===== src/spc_pkg.sv =====
package spc_pkg;

    // ----------------------------------------------------------------
    // register map (byte addresses, one aligned word each)
    // ----------------------------------------------------------------
    localparam logic [7:0]  ADDR_CTRL   = 8'h00;
    localparam logic [7:0]  ADDR_STAT   = 8'h04;
    localparam logic [7:0]  ADDR_MASK   = 8'h08;
    localparam logic [7:0]  ADDR_SADDR  = 8'h0C;
    localparam logic [7:0]  ADDR_DATA   = 8'h10;

    // ----------------------------------------------------------------
    // serial_port_control fields
    // ----------------------------------------------------------------
    localparam int BIT_PORT_ENABLE  = 15;
    localparam int BIT_IDLE_STOP    = 13;
    localparam int BIT_CLK_RELEASE  = 12;
    localparam int BIT_MGMT_ACK_ALL = 11;
    localparam int BIT_TEN_BIT      = 10;
    localparam int BIT_SLEW_DIS     = 9;
    localparam int BIT_SMBUS_LEVEL  = 8;
    localparam int BIT_GCALL_EN     = 7;
    localparam int BIT_STRETCH_EN   = 6;
    localparam int BIT_ACK_VALUE    = 5;
    localparam int BIT_REQ_LSB      = 0;
    localparam int REQ_BITS         = 5;
    localparam logic [15:0] CTRL_RESET = 16'h1000;
    localparam logic [15:0] CTRL_WMASK = 16'hBFFF;

    // ----------------------------------------------------------------
    // status / mask bits
    // ----------------------------------------------------------------
    localparam int STAT_BITS       = 4;
    localparam int STAT_ADDR_MATCH = 0;
    localparam int STAT_GCALL      = 1;
    localparam int STAT_RX_BYTE    = 2;
    localparam int STAT_SEQ_DONE   = 3;
    localparam logic [STAT_BITS-1:0] STAT_RESET = 4'h0;
    localparam logic [9:0]  SADDR_RESET = 10'h000;
    localparam logic [7:0]  TEN_BIT_PREFIX = 8'hF0;

    // ----------------------------------------------------------------
    // timing
    // ----------------------------------------------------------------
    localparam int CLK_PERIOD_NS = 40;
    localparam int SEQ_TIME_NS   = 5000;
    localparam int SEQ_CYCLES    = (SEQ_TIME_NS + CLK_PERIOD_NS - 1) / CLK_PERIOD_NS;
    localparam logic [7:0] SEQ_LAST = 8'(SEQ_CYCLES - 1);

    // ----------------------------------------------------------------
    // slave engine states
    // ----------------------------------------------------------------
    typedef enum logic [4:0] {
        ST_IDLE  = 5'b00001,
        ST_ADDR  = 5'b00010,
        ST_ADDR2 = 5'b00100,
        ST_RX    = 5'b01000,
        ST_TX    = 5'b10000
    } spc_state_type;

endpackage : spc_pkg


===== src/spc_slave.sv =====
`timescale 1ns/1ps
`default_nettype none
module spc_slave (
    input  wire logic       clk,
    input  wire logic       rst_n,
    input  wire logic       enable,
    input  wire logic       scl,
    input  wire logic       sda,
    input  wire logic       ten_bit,
    input  wire logic       ack_all,
    input  wire logic       gc_en,
    input  wire logic [9:0] own_addr,
    input  wire logic [7:0] tx_byte,
    output var  logic       sda_drive,
    output var  logic [7:0] rx_byte,
    output var  logic       addr_end,
    output var  logic       data_end,
    output var  logic       tx_begin,
    output var  logic       gc_hit,
    output logic            active
);

    spc_pkg::spc_state_type state_reg;
    logic       scl_q;
    logic       sda_q;
    logic [3:0] bit_cnt_reg;
    logic [7:0] shift_reg;
    logic       hit_reg;
    logic       rw_reg;
    logic [7:0] b;
    logic       scl_rise;
    logic       scl_fall;
    logic       start_cond;
    logic       stop_cond;

    // ----------------------------------------------------------------
    // line events
    // ----------------------------------------------------------------
    assign scl_rise   = scl & ~scl_q;
    assign scl_fall   = ~scl & scl_q;
    assign start_cond = scl & scl_q & sda_q & ~sda;
    assign stop_cond  = scl & scl_q & ~sda_q & sda;
    assign b          = {shift_reg[6:0], sda};
    assign active     = (state_reg != spc_pkg::ST_IDLE) & hit_reg & ((bit_cnt_reg == 4'h0) | addr_end);

    // previous line levels for edge finding
    always_ff @(posedge clk or negedge rst_n) begin
        if (!rst_n) begin
            scl_q <= 1'b1;
            sda_q <= 1'b1;
        end else begin
            scl_q <= scl;
            sda_q <= sda;
        end
    end

    // ----------------------------------------------------------------
    // byte engine: address compare, ack slot, receive and transmit
    // ----------------------------------------------------------------
    always_ff @(posedge clk or negedge rst_n) begin
        if (!rst_n) begin
            state_reg   <= spc_pkg::ST_IDLE;
            bit_cnt_reg <= 4'h0;
            shift_reg   <= 8'h00;
            hit_reg     <= 1'b0;
            rw_reg      <= 1'b0;
            sda_drive   <= 1'b0;
            rx_byte     <= 8'h00;
            addr_end    <= 1'b0;
            data_end    <= 1'b0;
            tx_begin    <= 1'b0;
            gc_hit      <= 1'b0;
        end else begin
            addr_end <= 1'b0;
            data_end <= 1'b0;
            tx_begin <= 1'b0;
            gc_hit   <= 1'b0;
            if (!enable || stop_cond) begin
                state_reg <= spc_pkg::ST_IDLE;
                sda_drive <= 1'b0;
                hit_reg   <= 1'b0;
            end else if (start_cond) begin
                state_reg   <= spc_pkg::ST_ADDR;
                bit_cnt_reg <= 4'h0;
                sda_drive   <= 1'b0;
            end else if (scl_rise && state_reg != spc_pkg::ST_IDLE && bit_cnt_reg < 4'h8) begin
                shift_reg   <= b;
                bit_cnt_reg <= bit_cnt_reg + 4'h1;
                if (bit_cnt_reg == 4'h7) begin
                    case (state_reg)
                        spc_pkg::ST_ADDR: begin
                            rw_reg   <= b[0];
                            addr_end <= 1'b1;
                            if (ten_bit) begin
                                hit_reg <= ack_all | ({b[7:3], 3'b000} == spc_pkg::TEN_BIT_PREFIX
                                           && b[2:1] == own_addr[9:8]);
                            end else begin
                                hit_reg <= ack_all | (b[7:1] == own_addr[6:0])
                                           | (gc_en & (b == 8'h00));
                            end
                            gc_hit <= gc_en & (b == 8'h00);
                        end
                        spc_pkg::ST_ADDR2: begin
                            addr_end <= 1'b1;
                            hit_reg  <= hit_reg & (ack_all | (b == own_addr[7:0]));
                        end
                        spc_pkg::ST_RX: begin
                            rx_byte  <= b;
                            data_end <= 1'b1;
                        end
                        spc_pkg::ST_TX: begin
                        end
                        default: state_reg <= spc_pkg::ST_IDLE;
                    endcase
                end
            end else if (scl_rise && state_reg == spc_pkg::ST_TX && bit_cnt_reg == 4'h9) begin
                // master answered the byte: a nack ends the read
                if (sda) begin
                    state_reg <= spc_pkg::ST_IDLE;
                end
            end else if (scl_fall && state_reg != spc_pkg::ST_IDLE) begin
                if (bit_cnt_reg == 4'h8) begin
                    bit_cnt_reg <= 4'h9;
                    sda_drive   <= (state_reg != spc_pkg::ST_TX) & hit_reg;
                    if (!hit_reg) begin
                        state_reg <= spc_pkg::ST_IDLE;
                    end
                end else if (bit_cnt_reg == 4'h9) begin
                    bit_cnt_reg <= 4'h0;
                    sda_drive   <= 1'b0;
                    if ((state_reg == spc_pkg::ST_ADDR && rw_reg) || state_reg == spc_pkg::ST_TX) begin
                        state_reg <= spc_pkg::ST_TX;
                        shift_reg <= tx_byte;
                        sda_drive <= ~tx_byte[7];
                        tx_begin  <= 1'b1;
                    end else if (state_reg == spc_pkg::ST_ADDR && ten_bit) begin
                        state_reg <= spc_pkg::ST_ADDR2;
                    end else begin
                        state_reg <= spc_pkg::ST_RX;
                    end
                end else if (state_reg == spc_pkg::ST_TX) begin
                    sda_drive <= ~shift_reg[7];
                end
            end
        end
    end

endmodule : spc_slave
`default_nettype wire


===== src/spc_sync.sv =====
`timescale 1ns/1ps
`default_nettype none
module spc_sync #(
    parameter int W = 2
) (
    input  wire logic         clk,
    input  wire logic         rst_n,
    input  wire logic [W-1:0] d,
    output var  logic [W-1:0] q
);

    logic [W-1:0] meta_reg;

    // ----------------------------------------------------------------
    // two-flop synchroniser, one chain per bit
    // ----------------------------------------------------------------
    genvar i;
    generate
        for (i = 0; i < W; i++) begin : g_bit
            // bus lines idle high, so reset to the idle level
            always_ff @(posedge clk or negedge rst_n) begin
                if (!rst_n) begin
                    meta_reg[i] <= 1'b1;
                    q[i]        <= 1'b1;
                end else begin
                    meta_reg[i] <= d[i];
                    q[i]        <= meta_reg[i];
                end
            end
        end
    endgenerate

endmodule : spc_sync
`default_nettype wire


===== src/spc_top.sv =====
// Summary of operation
// - clearing port enable stops the port and hands both pins back to port logic
// - as slave, clock release one lets clock go, zero holds clock low
// - with stretching on, software writes zero to stretch, one to release
// - stretching on: release cleared at transmit byte start and receive data byte end
// - stretching off: zero writes ignored; cleared at transmit start and address end
// - management mode acknowledges every address regardless of own address
// - hardware clears clock release and the five master request bits
//
// Decided for this implementation: the register offsets and the APB interface to the registers.
`timescale 1ns/1ps
`default_nettype none
module spc_top (
    input  wire logic        pclk,
    input  wire logic        presetn,
    input  wire logic        psel,
    input  wire logic        penable,
    input  wire logic        pwrite,
    input  wire logic [7:0]  paddr,
    input  wire logic [31:0] pwdata,
    output var  logic [31:0] prdata,
    output var  logic        pready,
    output var  logic        pslverr,
    output var  logic        irq,
    input  wire logic        scl_in,
    output var  logic        scl_out,
    output var  logic        scl_oe,
    input  wire logic        sda_in,
    output var  logic        sda_out,
    output var  logic        sda_oe,
    output var  logic        port_owns_pins,
    output var  logic        slew_ctl_active,
    output var  logic        smbus_levels,
    output var  logic        idle_stop
);

    logic [15:0]                  ctrl_reg;
    logic [15:0]                  ctrl_next;
    logic [spc_pkg::STAT_BITS-1:0] stat_reg;
    logic [spc_pkg::STAT_BITS-1:0] mask_reg;
    logic [spc_pkg::STAT_BITS-1:0] events;
    logic [9:0]                   saddr_reg;
    logic [7:0]                   tx_reg;
    logic [7:0]                   seq_cnt_reg;
    logic [spc_pkg::REQ_BITS-1:0] req;
    logic [spc_pkg::REQ_BITS-1:0] req_clr;
    logic                         seq_done;
    logic [1:0]                   line_s;
    logic                         wr_en;
    logic                         sel_ok;
    logic [31:0]                  rd_mux;
    logic                         port_en;
    logic                         stretch_en;
    logic                         rel_clr;
    logic                         eng_drive;
    logic [7:0]                   eng_rx;
    logic                         eng_addr_end;
    logic                         eng_data_end;
    logic                         eng_tx_begin;
    logic                         eng_gc_hit;
    logic                         eng_active;

    assign port_en    = ctrl_reg[spc_pkg::BIT_PORT_ENABLE];
    assign stretch_en = ctrl_reg[spc_pkg::BIT_STRETCH_EN];
    assign req        = ctrl_reg[spc_pkg::BIT_REQ_LSB +: spc_pkg::REQ_BITS];

    // ----------------------------------------------------------------
    // pin synchronisers and slave engine
    // ----------------------------------------------------------------
    spc_sync #(
        .W (2)
    ) u_sync (
        .clk   (pclk),
        .rst_n (presetn),
        .d     ({scl_in, sda_in}),
        .q     (line_s)
    );

    spc_slave u_slave (
        .clk       (pclk),
        .rst_n     (presetn),
        .enable    (port_en),
        .scl       (line_s[1]),
        .sda       (line_s[0]),
        .ten_bit   (ctrl_reg[spc_pkg::BIT_TEN_BIT]),
        .ack_all   (ctrl_reg[spc_pkg::BIT_MGMT_ACK_ALL]),
        .gc_en     (ctrl_reg[spc_pkg::BIT_GCALL_EN]),
        .own_addr  (saddr_reg),
        .tx_byte   (tx_reg),
        .sda_drive (eng_drive),
        .rx_byte   (eng_rx),
        .addr_end  (eng_addr_end),
        .data_end  (eng_data_end),
        .tx_begin  (eng_tx_begin),
        .gc_hit    (eng_gc_hit),
        .active    (eng_active)
    );

    // ----------------------------------------------------------------
    // apb slave: zero wait, answer in first access cycle
    // ----------------------------------------------------------------
    assign wr_en  = psel & penable & pready & pwrite & ~pslverr;
    assign sel_ok = (paddr == spc_pkg::ADDR_CTRL) | (paddr == spc_pkg::ADDR_STAT)
                  | (paddr == spc_pkg::ADDR_MASK) | (paddr == spc_pkg::ADDR_SADDR)
                  | (paddr == spc_pkg::ADDR_DATA);

    // read data; reserved bits and unmapped words read as zero
    always_comb begin
        rd_mux = 32'h0000_0000;
        case (paddr)
            spc_pkg::ADDR_CTRL:  rd_mux = {16'h0000, ctrl_reg};
            spc_pkg::ADDR_STAT:  rd_mux = {28'h000_0000, stat_reg};
            spc_pkg::ADDR_MASK:  rd_mux = {28'h000_0000, mask_reg};
            spc_pkg::ADDR_SADDR: rd_mux = {22'h00_0000, saddr_reg};
            spc_pkg::ADDR_DATA:  rd_mux = {24'h00_0000, eng_rx};
            default:             rd_mux = 32'h0000_0000;
        endcase
    end

    // answer flops are loaded in the setup cycle
    always_ff @(posedge pclk or negedge presetn) begin
        if (!presetn) begin
            pready  <= 1'b0;
            pslverr <= 1'b0;
            prdata  <= 32'h0000_0000;
        end else begin
            pready  <= psel & ~penable;
            pslverr <= psel & ~penable & ~sel_ok;
            prdata  <= (psel & ~penable & ~pwrite) ? rd_mux : 32'h0000_0000;
        end
    end

    // ----------------------------------------------------------------
    // control register with hardware-cleared bits
    // ----------------------------------------------------------------
    // stretch-off mode clears release at address end, stretch-on at data end
    assign rel_clr = port_en & (eng_tx_begin
                   | (stretch_en ? eng_data_end : eng_addr_end));

    always_comb begin
        ctrl_next = ctrl_reg;
        if (wr_en && paddr == spc_pkg::ADDR_CTRL) begin
            ctrl_next = pwdata[15:0] & spc_pkg::CTRL_WMASK;
            // without stretching, only a one can be written here
            if (!stretch_en && !pwdata[spc_pkg::BIT_CLK_RELEASE]) begin
                ctrl_next[spc_pkg::BIT_CLK_RELEASE] = ctrl_reg[spc_pkg::BIT_CLK_RELEASE];
            end
        end
        // hardware clears win so a byte boundary is never missed
        if (rel_clr) begin
            ctrl_next[spc_pkg::BIT_CLK_RELEASE] = 1'b0;
        end
        ctrl_next[spc_pkg::BIT_REQ_LSB +: spc_pkg::REQ_BITS] =
            ctrl_next[spc_pkg::BIT_REQ_LSB +: spc_pkg::REQ_BITS] & ~req_clr;
    end

    always_ff @(posedge pclk or negedge presetn) begin
        if (!presetn) begin
            ctrl_reg <= spc_pkg::CTRL_RESET;
        end else begin
            ctrl_reg <= ctrl_next;
        end
    end

    // own address and transmit byte
    always_ff @(posedge pclk or negedge presetn) begin
        if (!presetn) begin
            saddr_reg <= spc_pkg::SADDR_RESET;
            tx_reg    <= 8'h00;
        end else begin
            if (wr_en && paddr == spc_pkg::ADDR_SADDR) begin
                saddr_reg <= pwdata[9:0];
            end
            if (wr_en && paddr == spc_pkg::ADDR_DATA) begin
                tx_reg <= pwdata[7:0];
            end
        end
    end

    // ----------------------------------------------------------------
    // master request sequencer: one request served at a time
    // ----------------------------------------------------------------
    // lowest set bit first, so start precedes the others
    always_comb begin
        req_clr = '0;
        if (seq_done) begin
            req_clr = req & (~req + 5'h01);
        end
    end

    assign seq_done = port_en & (|req) & (seq_cnt_reg == spc_pkg::SEQ_LAST);

    always_ff @(posedge pclk or negedge presetn) begin
        if (!presetn) begin
            seq_cnt_reg <= 8'h00;
        end else if (!port_en || !(|req) || seq_done) begin
            seq_cnt_reg <= 8'h00;
        end else begin
            seq_cnt_reg <= seq_cnt_reg + 8'h01;
        end
    end

    // ----------------------------------------------------------------
    // sticky status, mask and interrupt
    // ----------------------------------------------------------------
    assign events = {seq_done, eng_data_end, eng_gc_hit, eng_addr_end & eng_active};

    // set wins over a same-cycle write-one clear
    always_ff @(posedge pclk or negedge presetn) begin
        if (!presetn) begin
            stat_reg <= spc_pkg::STAT_RESET;
            mask_reg <= spc_pkg::STAT_RESET;
        end else begin
            if (wr_en && paddr == spc_pkg::ADDR_STAT) begin
                stat_reg <= (stat_reg & ~pwdata[spc_pkg::STAT_BITS-1:0]) | events;
            end else begin
                stat_reg <= stat_reg | events;
            end
            if (wr_en && paddr == spc_pkg::ADDR_MASK) begin
                mask_reg <= pwdata[spc_pkg::STAT_BITS-1:0];
            end
        end
    end

    // ----------------------------------------------------------------
    // registered pin and mode outputs
    // ----------------------------------------------------------------
    // open drain: out stays low, enable pulls the line
    always_ff @(posedge pclk or negedge presetn) begin
        if (!presetn) begin
            irq             <= 1'b0;
            scl_out         <= 1'b0;
            sda_out         <= 1'b0;
            scl_oe          <= 1'b0;
            sda_oe          <= 1'b0;
            port_owns_pins  <= 1'b1;
            slew_ctl_active <= 1'b1;
            smbus_levels    <= 1'b0;
            idle_stop       <= 1'b0;
        end else begin
            irq             <= |(stat_reg & mask_reg);
            scl_out         <= 1'b0;
            sda_out         <= 1'b0;
            scl_oe          <= port_en & eng_active & ~ctrl_reg[spc_pkg::BIT_CLK_RELEASE];
            sda_oe          <= port_en & eng_drive;
            port_owns_pins  <= ~port_en;
            slew_ctl_active <= ~ctrl_reg[spc_pkg::BIT_SLEW_DIS];
            smbus_levels    <= ctrl_reg[spc_pkg::BIT_SMBUS_LEVEL];
            idle_stop       <= ctrl_reg[spc_pkg::BIT_IDLE_STOP];
        end
    end

endmodule : spc_top
`default_nettype wire


===== config.mk =====
export PLATFORM = sky130hd
export DESIGN_NAME = spc_top
export DESIGN_NICKNAME = d
export VERILOG_FILES = /design/src/spc_pkg.sv /design/src/spc_slave.sv /design/src/spc_sync.sv /design/src/spc_top.sv
export SDC_FILE = /design/constraint.sdc
export NUM_CORES = 1
export LEC_CHECK = 0
export BUFFER_PORTS_ARGS = -buffer_cell sky130_fd_sc_hd__buf_2
export CAP_MARGIN = 20
export CORE_MARGIN = 3
export CORE_UTILIZATION = 29
export DETAILED_ROUTE_END_ITERATION = 10
export HOLD_SLACK_MARGIN = 0.1
export PLACE_DENSITY = 0.55
export SYNTH_ARGS = -nofsm -noshare
export SYNTH_HDL_FRONTEND = slang
export SYNTH_SLANG_ARGS = --single-unit

===== constraint.sdc =====
create_clock -name pclk -period 5 [get_ports pclk]
set_input_delay 1 -clock pclk [delete_from_list [all_inputs] [get_ports pclk]]
set_output_delay 1 -clock pclk [all_outputs]
set_load 0.05 [all_outputs]

==> results.txt <==
Status - finished clean
Grt met3 use - 0.0235
Synth top area share - 0.470
Synth area leaders - dfrtp_1, mux2_2, nand2_1, dfstp_2, buf_4
Worst Path Required - 5.25 ns
DRT Wirelength - 12.7 mm
Worst min-delay path endpoint - u_sync.q[1]
Fillers - 1,831
Reg2Reg Depth - 5
Static leakage - 2.87 nW
RSZ-0062 raised after global routing - no
I/O Buffers - 53
Worst skew pair latency - 0.34 ns
Critical path buffers and inverters - 1
Total GRT Usage - 0.130
First-pass GRT wire length - 20.9 mm
Critical path type - input pin to flop
Cell Pwr Density - 320 nW/um^2
Tot Pwr - 1.93 mW
Clock root buffer - clkbuf_16
Number of DRC markers in iteration 0 - 310
Synth Instances - 509
Num ports - 90
Post-CTS setup buffers - 0
FF-to-FF End - u_slave.state_reg[3]
Tcrit/Tclk final - 0.607
Slew Viols, Final - 0
DRC viols - 0
Hold Buf Count CTS - 0
Top-count cell post-synth - dfrtp_1
Post-synth top area cell - dfrtp_1
Antenna cells - 0
Initial antenna violation count - 0
Std cell rows - 49
Grt ovf - 0
H-tree depth - 3
Crit path DAT - 3.28 ns
CP most frequent cell - and2_1
Avg WL per Cell - 16.2 um
Pre-CTS setup slack - 1.58 ns
Max-cap violation count - 0
Clk buf depth - 2
CTS sink count - 111
Setup_tns - 0 ns
Max-slew headroom - 0.357
Worst Hold Class - flop to flop
Ys async rst share - 1.00
TritonCTS Buffers - 9
CP max stage delay - 0.80 ns
Post-route setup slack - 1.96 ns
Number of global-route vias before repair - 3,903
Layout area overhead - 11.9%
Min-delay src - u_sync.meta_reg[1]
Grt met2 use - 0.214
Post-synthesis cell type count - 61
Share of layout cells above drive strength 1 - 0.232
Initial Util - 0.297
Vias per cell - 4.87
Area of the die - 20,200 um^2
Final Hold Viols - 0
Worst slew pin tran - 0.958 ns
Count of final setup violators - 0
CP max-delay cell - and2_1
Worst Setup End Kind - flop
CP startpoint kind - input pin
Worst vdd ir - 0.135 mV
Delay-heaviest family, CP - simple AND/OR/NAND/NOR gates
Nets - 603
Register area share after synthesis - 0.519
Synth cell count leaders - dfrtp_1, nand2_1, mux2_2
Top FF cell, synth - dfrtp_1
Mean Syn Cell Area - 10.6 um^2
TritonCTS clock tree - built
Worst R2R Start - u_slave.state_reg[1]
Gr busiest metal - met2
Post-synth EDFFs - 0
Clk pin slew, worst setup/hold paths - 0.07 ns
Post-layout min period - 3.04 ns
Netlist Area Pre-Place - 5380 um^2
Vias - 3,823
Die Y - 142 um
Pin count of the biggest net entering global routing - 75
Die X - 142 um
Reg2reg setup slack - 2.64 ns
Register bit total from synthesis - 111
Final ANT Viol Nets - 0
Post-layout util - 0.333
Met1 usage - 0.174
CP Cell Sequence - buf_2, nor4_2, and2_1, and2_1, a21oi_1, a221oi_1
Critical Path Fanout Max - 18
Hpwl dp - 9.17 mm
Post-CTS resize count - 0
Yosys warning total - 0
Hold depth - 0
Maximum clock rate - 329 MHz
Fin Clk Skew - 0.00615 ns
First drt pass iteration count - 5
Routability cong. - 0.871
Core Footprint - 18,100 um^2
-- cells in the final DEF (no fill, tap or decap), types with 11 or more instances in the layout --
master,n
nand3_1,12
nand2_1,79
mux2_2,41
a21oi_1,15
and3_1,11
xnor2_1,16
dfrtp_1,101
nor2_1,33
inv_1,18
conb_1,19
buf_2,52
o21ai_0,18
-- layout make-up --
class	count	area, um^2	share of cell area
multi-input cells	357	2330	0.388
repair buffers	54	275	0.0458
well taps	229	287	0.0476
flip-flops and latches	111	2790	0.464
clock buffers	13	240	0.0399
clock inverters	3	21.3	0.00354
inverters	18	67.6	0.0112
-- power by group --
| part | internal, mW | total (mW) | switching (mW) |
|---|---|---|---|
| registers | 0.934 | 0.992 | 0.0584 |
| clock network | 0.339 | 0.653 | 0.314 |
| logic | 0.101 | 0.280 | 0.180 |
-- cell families after synthesis --
| group | Yosys count | synth area share |
|---|---|---|
| and+or+nand+nor | 180 | 0.166 |
| DFF | 111 | 0.519 |
| AOI/OAI and AO/OA | 82 | 0.108 |
| buffers and inverters | 59 | 0.0594 |
| muxes | 45 | 0.0933 |
| xor gates and xnor gates | 26 | 0.0424 |
| adders and majority gates | 5 | 0.0116 |
| other | 1 | 0.000698 |
-- routing by layer --
layer	up-vias	wire (um)
met4	0	177
met3	15	569
met1	1871	5890
li1	1815	-
met2	122	6100
met5	-	0
-- how the worst max path moves through the flow --
| stage | endpoint | startpoint | cells past startpoint | slack (ns) |
|---|---|---|---|---|
| 3_3_place_gp | ctrl_reg[12] | paddr[5] | 6 | 1.67 |
| 3_5_place_dp | ctrl_reg[12] | paddr[5] | 6 | 1.58 |
| 2_1_floorplan | saddr_reg[0] | paddr[5] | 5 | 2.68 |
| 6_report | ctrl_reg[12] | paddr[5] | 6 | 1.96 |
| 4_1_cts | ctrl_reg[12] | paddr[5] | 6 | 1.97 |
| 5_1_grt | ctrl_reg[12] | paddr[5] | 6 | 1.70 |
-- through the flow --
step / std cells / area [um^2] / hold WS, ns
after floorplan: 527 / 5440 / 0.345
after global placement: 769 / 5750 / 0.347
after detailed placement: 769 / 5750 / 0.349
after CTS: 785 / 6010 / 0.359
after global routing: 785 / 6010 / 0.360
final: 785 / 6010 / 0.358
Power figures use the tool's default switching activity.
